File: config.mk
export PLATFORM = sky130hd
export DESIGN_NAME = cgen_clock_generator
export DESIGN_NICKNAME = d
export VERILOG_FILES = /design/src/logic/cgen_pkg.sv /design/src/logic/cgen_stab_timer.sv /design/src/logic/cgen_clock_generator.sv
export SDC_FILE = /design/constraint.sdc
export NUM_CORES = 1
export LEC_CHECK = 0
export BUFFER_PORTS_ARGS = -buffer_cell sky130_fd_sc_hd__clkbuf_2
export CORE_MARGIN = 1.5
export CORE_UTILIZATION = 51
export CTS_CLUSTER_SIZE = 28
export DETAILED_ROUTE_END_ITERATION = 8
export PLACE_DENSITY_LB_ADDON = 0.1
export SYNTH_ARGS = -nofsm -noshare
export SYNTH_HDL_FRONTEND = slang
export SYNTH_SLANG_ARGS = --single-unit
File: constraint.sdc
create_clock -name ref_clk -period 2.51 [get_ports ref_clk]
set_clock_uncertainty 0.1 [all_clocks]
set_input_delay 0.3765 -clock ref_clk [delete_from_list [all_inputs] [get_ports ref_clk]]
set_output_delay 0.3765 -clock ref_clk [all_outputs]
set_load 0.005 [all_outputs]
File: src/logic/cgen_pkg.sv
// Constants, types and helpers shared by the clock generator files.
package cgen_pkg;

    // ------------------------------------------------------------------
    // Register map
    // ------------------------------------------------------------------
    localparam logic [15:0] CGEN_SEL_ADDR     = 16'hfffb;
    localparam logic [7:0]  CGEN_SEL_RESET    = 8'h02;
    localparam int          CGEN_DIV_BIT      = 1;
    localparam logic [2:0]  CGEN_DIV_BIT_IDX  = 3'h1;

    // ------------------------------------------------------------------
    // Timing
    // ------------------------------------------------------------------
    localparam int          CGEN_STAB_LOG2_XTAL = 15;
    localparam int          CGEN_STAB_LOG2_RC   = 7;
    localparam logic [1:0]  CGEN_SLOW_LAST      = 2'h3;
    localparam logic [1:0]  CGEN_SLOW_FIRST     = 2'h0;
    localparam int          CGEN_PDIV_W         = 8;

    // ------------------------------------------------------------------
    // Types
    // ------------------------------------------------------------------
    typedef enum logic [1:0] {
        ST_STAB,
        ST_RUN,
        ST_HALT,
        ST_STOP
    } cgen_state_t;

    typedef struct packed {
        logic [15:0] addr;
        logic        byte_wr;
        logic        bit_wr;
        logic [2:0]  bit_sel;
        logic        bit_val;
        logic [7:0]  wdata;
        logic        rd;
    } cgen_reg_req_t;

    typedef struct packed {
        logic halt;
        logic stop;
        logic wake;
    } cgen_standby_req_t;

    // Register image as software sees it; all other bits read zero.
    function automatic logic [7:0] cgen_image(input logic sel);
        cgen_image = 8'h00;
        cgen_image[CGEN_DIV_BIT] = sel;
    endfunction

endpackage

File: src/logic/cgen_stab_timer.sv
// Oscillation stabilization timer counting 2^LOG2 running clock periods.
`timescale 1ns/1ns
module cgen_stab_timer
    import cgen_pkg::*;
#(
    parameter int LOG2 = CGEN_STAB_LOG2_XTAL
) (
    // Clock and reset
    input  wire logic ref_clk,
    input  wire logic reset,
    // Control
    input  wire logic start,
    input  wire logic run,
    // Status
    output logic      busy_q,
    output logic      done_q
);

    logic [LOG2-1:0] cnt_q;
    wire             last = busy_q && run && (cnt_q == {LOG2{1'b1}});

    always_ff @(posedge ref_clk) begin
        if (reset) begin
            cnt_q  <= '0;
            busy_q <= 1'b0;
            done_q <= 1'b0;
        end else begin
            done_q <= last;
            if (start) begin
                cnt_q  <= '0;
                busy_q <= 1'b1;
            end else if (last) begin
                busy_q <= 1'b0;
            end else if (busy_q && run) begin
                cnt_q  <= cnt_q + 1'b1;
            end
        end
    end

endmodule // cgen_stab_timer

File: src/logic/cgen_clock_generator.sv
// CPU and peripheral clock generator with standby and stabilization control.
//
// Operation
// - Reset loads the selector with 02h, the slow quarter-rate CPU clock.
// - The oscillator stays stopped while reset is asserted.
// - Selector bit 1: 0 gives the undivided clock, 1 gives one quarter.
// - The shortest instruction spans two CPU clock periods.
// - Old clock persists after a change: at most 4 (fast) or 2 (slow) clocks.
// - Peripheral clocks divide the system clock and stop with it.
// - After reset release the oscillator starts and a 2^15 (or 2^7) wait runs.
// - When the wait ends the CPU starts running in slow mode.
// - The STOP standby instruction stops the oscillator.
// - Two standby states, STOP and HALT, are entered by CPU request.
// - The selector register accepts single-bit and byte-wide writes.
`timescale 1ns/1ns
module cgen_clock_generator
    import cgen_pkg::*;
#(
    parameter int STAB_LOG2 = CGEN_STAB_LOG2_XTAL,
    parameter int PDIV_W    = CGEN_PDIV_W
) (
    // Clock and reset
    input  wire logic              ref_clk,
    input  wire logic              reset,
    // Register access from the CPU
    input  wire cgen_reg_req_t     reg_req,
    output logic [7:0]             reg_rdata_q,
    // Standby requests from the CPU
    input  wire cgen_standby_req_t standby,
    // Clock enables and status
    output logic                   osc_run_q,
    output logic                   cpu_clk_en_q,
    output logic                   instr_en_q,
    output logic                   cpu_run_q,
    output logic                   cpu_clk_slow_q,
    output logic [PDIV_W-1:0]      periph_clk_en_q
);

    // ------------------------------------------------------------------
    // State
    // ------------------------------------------------------------------
    cgen_state_t       state_q;
    cgen_state_t       state_d;
    logic              boot_q;
    logic              sel_q;
    logic              sel_applied_q;
    logic [1:0]        slow_cnt_q;
    logic              instr_ph_q;
    logic [PDIV_W-1:0] div_q;
    logic [PDIV_W-1:0] periph_tick;
    logic              stab_busy;
    logic              stab_done;

    // ------------------------------------------------------------------
    // Register decode
    // ------------------------------------------------------------------
    wire addr_hit  = reg_req.addr == CGEN_SEL_ADDR;
    wire byte_hit  = addr_hit && reg_req.byte_wr;
    wire bit_hit   = addr_hit && reg_req.bit_wr
                     && (reg_req.bit_sel == CGEN_DIV_BIT_IDX);
    // Bits other than the selector are not stored, so they read zero.
    wire sel_d     = byte_hit ? reg_req.wdata[CGEN_DIV_BIT]
                   : bit_hit  ? reg_req.bit_val
                   : sel_q;
    wire [7:0] rdata_d = (reg_req.rd && addr_hit) ? cgen_image(sel_q)
                                                  : 8'h00;

    // ------------------------------------------------------------------
    // CPU clock enable and changeover
    // ------------------------------------------------------------------
    wire running    = (state_q == ST_RUN) && osc_run_q;
    wire slow_last  = slow_cnt_q == CGEN_SLOW_LAST;
    wire cpu_tick   = running && (!sel_applied_q || slow_last);
    wire boundary   = cpu_tick && instr_ph_q;
    // A pending selection waits in ST_RUN for the end of a two-clock instruction
    // in the old clock and applies at once in other states, which meets both
    // changeover limits and never cuts a CPU clock short.
    wire switch_now = (sel_q != sel_applied_q)
                      && (boundary || state_q != ST_RUN);

    // ------------------------------------------------------------------
    // Standby sequencing
    // ------------------------------------------------------------------
    wire stab_start = boot_q || (state_q == ST_STOP && standby.wake);

    always_comb begin
        state_d = state_q;
        case (state_q)
            ST_STAB: begin
                if (stab_done) begin
                    state_d = ST_RUN;
                end
            end
            ST_RUN: begin
                if (standby.stop) begin
                    state_d = ST_STOP;
                end else if (standby.halt) begin
                    state_d = ST_HALT;
                end
            end
            ST_HALT: begin
                if (standby.wake) begin
                    state_d = ST_RUN;
                end
            end
            ST_STOP: begin
                if (standby.wake) begin
                    state_d = ST_STAB;
                end
            end
            default: state_d = ST_STAB;
        endcase
    end

    // ------------------------------------------------------------------
    // Peripheral dividers
    // ------------------------------------------------------------------
    // Each stage is the carry of the one below, so bit i fires when the
    // low i+1 divider bits are all ones.
    always_comb begin
        periph_tick    = '0;
        periph_tick[0] = osc_run_q && div_q[0];
        for (int i = 1; i < PDIV_W; i++) begin
            periph_tick[i] = periph_tick[i-1] && div_q[i];
        end
    end

    cgen_stab_timer #(
        .LOG2    (STAB_LOG2)
    ) cgen_stab_timer_inst (
        .ref_clk (ref_clk),
        .reset   (reset),
        .start   (stab_start),
        .run     (osc_run_q),
        .busy_q  (stab_busy),
        .done_q  (stab_done)
    );

    // ------------------------------------------------------------------
    // Registers
    // ------------------------------------------------------------------
    always_ff @(posedge ref_clk) begin
        if (reset) begin
            state_q   <= ST_STAB;
            boot_q    <= 1'b1;
            osc_run_q <= 1'b0;
        end else begin
            state_q   <= state_d;
            boot_q    <= 1'b0;
            osc_run_q <= (state_d != ST_STOP);
        end
    end

    always_ff @(posedge ref_clk) begin
        if (reset) begin
            sel_q         <= CGEN_SEL_RESET[CGEN_DIV_BIT];
            sel_applied_q <= CGEN_SEL_RESET[CGEN_DIV_BIT];
            reg_rdata_q   <= 8'h00;
        end else begin
            sel_q       <= sel_d;
            reg_rdata_q <= rdata_d;
            if (switch_now) begin
                sel_applied_q <= sel_q;
            end
        end
    end

    always_ff @(posedge ref_clk) begin
        if (reset || switch_now) begin
            slow_cnt_q <= CGEN_SLOW_FIRST;
        end else if (osc_run_q) begin
            slow_cnt_q <= slow_cnt_q + 2'h1;
        end
    end

    always_ff @(posedge ref_clk) begin
        if (reset || state_q != ST_RUN) begin
            instr_ph_q <= 1'b0;
        end else if (cpu_tick) begin
            instr_ph_q <= !instr_ph_q;
        end
    end

    always_ff @(posedge ref_clk) begin
        if (reset) begin
            div_q           <= '0;
            cpu_clk_en_q    <= 1'b0;
            instr_en_q      <= 1'b0;
            cpu_run_q       <= 1'b0;
            cpu_clk_slow_q  <= 1'b1;
            periph_clk_en_q <= '0;
        end else begin
            if (osc_run_q) begin
                div_q <= div_q + 1'b1;
            end
            cpu_clk_en_q    <= cpu_tick;
            instr_en_q      <= boundary;
            cpu_run_q       <= (state_q == ST_RUN);
            cpu_clk_slow_q  <= sel_applied_q;
            periph_clk_en_q <= periph_tick;
        end
    end

    // ------------------------------------------------------------------
    // Checks
    // ------------------------------------------------------------------
    logic [31:0] wait_cnt_q;
    wire  [31:0] stab_cycles = 32'h1 << STAB_LOG2;

    always_ff @(posedge ref_clk) begin
        if (reset || stab_start) begin
            wait_cnt_q <= '0;
        end else if (stab_busy && osc_run_q) begin
            wait_cnt_q <= wait_cnt_q + 32'h1;
        end
    end

    a_reset_slow: assert property (@(posedge ref_clk)
        reset |=> sel_q && sel_applied_q && cpu_clk_slow_q)
        else $error("selector not slow after reset");
    a_osc_reset: assert property (@(posedge ref_clk)
        reset |=> !osc_run_q && !cpu_clk_en_q)
        else $error("oscillator running during reset");
    a_fast_tick: assert property (@(posedge ref_clk)
        disable iff (reset)
        (running && !sel_applied_q) |=> cpu_clk_en_q)
        else $error("fast clock missed a period");
    a_slow_gap: assert property (@(posedge ref_clk)
        disable iff (reset)
        (cpu_tick && sel_applied_q && !switch_now) |=> !cpu_tick [*3])
        else $error("slow clock period shorter than four");
    a_instr_slow: assert property (@(posedge ref_clk)
        disable iff (reset)
        (instr_en_q && cpu_clk_slow_q && !$past(switch_now))
        |=> !instr_en_q [*7])
        else $error("slow instruction shorter than two clocks");
    // Software may withdraw a selection before the boundary; the request
    // is then settled without any changeover.
    a_switch_fast: assert property (@(posedge ref_clk)
        disable iff (reset)
        (running && sel_q && !sel_applied_q)
        |-> ##[1:3] (sel_applied_q == sel_q || !running))
        else $error("fast to slow change too late");
    a_switch_slow: assert property (@(posedge ref_clk)
        disable iff (reset)
        (running && !sel_q && sel_applied_q)
        |-> ##[1:9] (sel_applied_q == sel_q || !running))
        else $error("slow to fast change too late");
    a_periph_halt: assert property (@(posedge ref_clk)
        disable iff (reset)
        !osc_run_q |=> periph_clk_en_q == '0)
        else $error("peripheral clock without oscillator");
    a_stab_len: assert property (@(posedge ref_clk)
        disable iff (reset)
        stab_done |-> wait_cnt_q == stab_cycles)
        else $error("stabilization wait has wrong length");
    a_run_after: assert property (@(posedge ref_clk)
        disable iff (reset)
        (state_q == ST_STAB && stab_done) |=> ##1 cpu_run_q)
        else $error("CPU not released after wait");
    a_stop_osc: assert property (@(posedge ref_clk)
        disable iff (reset)
        (state_q == ST_RUN && standby.stop) |=> !osc_run_q && !cpu_tick)
        else $error("oscillator still running in stop");
    a_halt_gate: assert property (@(posedge ref_clk)
        disable iff (reset)
        (state_q == ST_HALT) |-> osc_run_q && !cpu_tick)
        else $error("CPU clock running in halt");
    a_bit_write: assert property (@(posedge ref_clk)
        disable iff (reset)
        (bit_hit && !byte_hit) |=> sel_q == $past(reg_req.bit_val))
        else $error("bit write not stored");

    c_to_fast: cover property (@(posedge ref_clk) disable iff (reset)
        $fell(sel_applied_q) && running);
    c_stop_wake: cover property (@(posedge ref_clk) disable iff (reset)
        (state_q == ST_STOP) ##1 (state_q == ST_STAB));
    c_halt_wake: cover property (@(posedge ref_clk) disable iff (reset)
        (state_q == ST_HALT) ##1 (state_q == ST_RUN));

endmodule // cgen_clock_generator

==> run metrics <==
sw power 296 uW; Seq/Total Area, Yosys 47.4%; worst slew pin tran 540 ps; number of global-route vias before repair 1452; Tmin final 1930 ps; final setup violating endpoints 0; vias 1631; I/O Buffers 42; Hold Path End boot_q; Mapped Cells 216; CTS H-tree depth 2; final instance area 2290 um^2; Hold Crit Start reset; hold path cells 1; total CTS buffers 5; global-route wire length before repair 6170 um; CP endpoint kind flip-flop; Synth top area share 47.4%; Congestion Overflow GR 0; Synth area leader dfxtp_1; antenna violations before repair 0; Routed Wire Length 3510 um; row cnt 22; First-pass DRT Iterations 4; residual DRC count 0; WP buf/inv 0; Slowest cell on crit path or4_1; CTS root buffer clkbuf_8; RD Place Congestion 0.747; Mapped Avg Cell Area 9.19 um^2; crit-path cells ha_1 -> nand4_2 -> or2_1 -> or4_1 -> a21oi_1; Slew headroom 63.6%; reg2reg setup slack 580 ps; max-slew violation count 0; # fillers 334; Sink Count 47; Layout Utilization 62.1%; Crit path max-delay family simple AND/OR/NAND/NOR gates; Reg-to-Reg End cgen_stab_timer_inst.cnt_q[10]; R2R cell count 5; RSZ-0062 raised after global routing no; final hold vios 0; worst-case hold slack 242 ps; Crit path largest cell delay 500 ps; Placed Cells 301; worst vdd ir 0.342 mV; commonest non-fill, non-tap cell in the layout dfxtp_1; Area contributors post-synth dfxtp_1 47%, a21oi_1 4.0%, nor2_1 3.4%; Int Power 990 uW; CP Class flip-flop to flip-flop; DIE HEIGHT 65.4 um; Final Instance Count excl. Fillers 309; CTS Hold Bufs 0; Pwr per Cell Area 561 nW/um^2; Final ANT Viol Nets 0; Comb pwr share 6.2%; leakage power 0.884 nW; Initial Util 53.8%; worst hold-check path type input pin to flip-flop; Max Fclk 0.518 GHz; Clock power frac 34.3%; DR vias/cell 5.28; DR WL/cell 11.4 um; status finished, final reports clean; Post-synth EDFFs 0; # Max-Cap Violations 0; core area 3690 um^2; most frequent cells in the layout 47 x dfxtp_1, 42 x clkbuf_2, 18 x nor2_1, 16 x a21oi_1, 11 x nand2_1; synth warn 0; number of top-level pins 57; Chip Width 65.4 um; worst r2r src cgen_stab_timer_inst.cnt_q[0]; Starting DRT DRC Count 86; Die ar. 4270 um^2; Yosys reg bits 47; CTS max path bufs 2; Area Overhead vs Synth 15.5%; Area after DPL 2210 um^2; Tcrit/Tclk final 76.9%; CTS tree built; antenna cells 0; Clk pin slew, worst setup/hold paths 90 ps; Cell Area, Synth 1980 um^2; largest net degree at the start of global routing 22; fin nets 299; CP max FO 5; GR Util All Layers 18.5%; Resized Gates After CTS 0; layout cells sized above 1 22.2%; Final HPWL DP 2570 um; ys flop type dfxtp_1; Critical Path AT 2060 ps; Distinct cells, synth 44; startpoint types flip-flop; TNS Setup 0 ps; switching share of power 23.0%; Worst-Skew Late Latency 300 ps; Post-CTS Setup Inserts 0; CP required 2640 ps; post-synthesis async set-or-reset flop share 0%; Sequential Power Share 59.5%
==> metrics by stage <==
stage               power [mW]  worst slack, ps
floorplan                0.837              677
global placement         0.862              625
detailed placement       0.864              602
CTS                       1.30              570
global route              1.34              416
finish                    1.29              579
==> sequential cells by signal, summed over array words and instances, names as in the netlist <==
| name | count |
|---|---|
| reg_rdata_q | 1 |
| state_q | 2 |
| cgen_stab_timer_inst.cnt_q | 15 |
| cpu_clk_en_q | 1 |
| instr_ph_q | 1 |
| cpu_run_q | 1 |
| periph_clk_en_q | 8 |
| sel_applied_q | 1 |
| cgen_stab_timer_inst.done_q | 1 |
| boot_q | 1 |
| sel_q | 1 |
| osc_run_q | 1 |
| cpu_clk_slow_q | 1 |
| instr_en_q | 1 |
| div_q | 8 |
| cgen_stab_timer_inst.busy_q | 1 |
| slow_cnt_q | 2 |
==> layout make-up <==
class                           instances  area (um^2)  share of cell area [%]
Inverter                                4         15.0                   0.655
Clock buffer                            6         72.6                    3.17
Sequential cell                        47          941                    41.0
Timing Repair Buffer                   45          233                    10.2
Clock inverter                          2         12.5                   0.546
Tap cell                               48         60.1                    2.62
Multi-Input combinational cell        157          958                    41.8
==> logic make-up after synthesis <==
| kind of cell | Yosys count | synth area share (%) |
|---|---|---|
| buf+inv | 18 | 5.42 |
| fa+ha+maj | 3 | 1.89 |
| other cells | 1 | 0.189 |
| compound gates | 44 | 13.7 |
| simple gates | 91 | 25.9 |
| flops | 47 | 47.4 |
| xor+xnor | 9 | 3.97 |
| mux | 3 | 1.51 |
==> power by group through the flow <==
| stage | registers (mW) | clock network [mW] | logic, mW |
|---|---|---|---|
| floorplan | 0.782 | 0 | 0.0554 |
| global placement | 0.783 | 0 | 0.0793 |
| detailed placement | 0.783 | 0 | 0.0811 |
| CTS | 0.765 | 0.456 | 0.0814 |
| global route | 0.766 | 0.486 | 0.0916 |
| finish | 0.765 | 0.441 | 0.0804 |
==> worst max path at each step <==
stage	slack (ps)	endpoint	cells past startpoint	from
finish	580	cgen_stab_timer_inst.cnt_q[10]	5	cgen_stab_timer_inst.cnt_q[0]
global route	420	cgen_stab_timer_inst.cnt_q[10]	5	cgen_stab_timer_inst.cnt_q[0]
CTS	570	cgen_stab_timer_inst.cnt_q[10]	5	cgen_stab_timer_inst.cnt_q[0]
detailed placement	600	cgen_stab_timer_inst.cnt_q[10]	5	cgen_stab_timer_inst.cnt_q[0]
global placement	620	cgen_stab_timer_inst.cnt_q[10]	5	cgen_stab_timer_inst.cnt_q[0]
floorplan	680	cgen_stab_timer_inst.cnt_q[0]	7	cgen_stab_timer_inst.cnt_q[0]
==> worst reg2reg max path: cells and delay by family, from the launching register on <==
family | cells | cell delay [ps]
fa+ha+maj | 1 | 250
flops | 1 | 390
simple gates | 3 | 960
compound gates | 1 | 160
==> per-layer routing <==
metal  global-route usage [%]  part of all wire (%)  wire, um
met1                     22.7                    48      1700
met2                     30.5                    46      1610
met3                     5.14                   4.0       139
met4                     7.81                   1.7        59
met5                        0                     0         0
==> cells in the mapped netlist, types with 2 or more instances <==
cell       n
nor2_1    18
o21ai_0    7
and2_1     3
nand3_2    2
inv_1      4
nor2b_1    3
or2_2      2
nand4_1    9
nand2b_1   5
a31oi_1    3
or4_1      4
or3_1      8
clkbuf_1   3
a21oi_1   16
xor2_1     5
xnor2_1    4
o21ai_1    4
nor4_1     5
o31a_1     2
o21bai_1   3
dfxtp_1   47
nand2_1   11
buf_4      8
o21a_1     3
nor3_1     6
ha_1       3
mux2i_1    3
nand3_1    7
o31ai_1    3
Power figures use the tool's default switching activity.
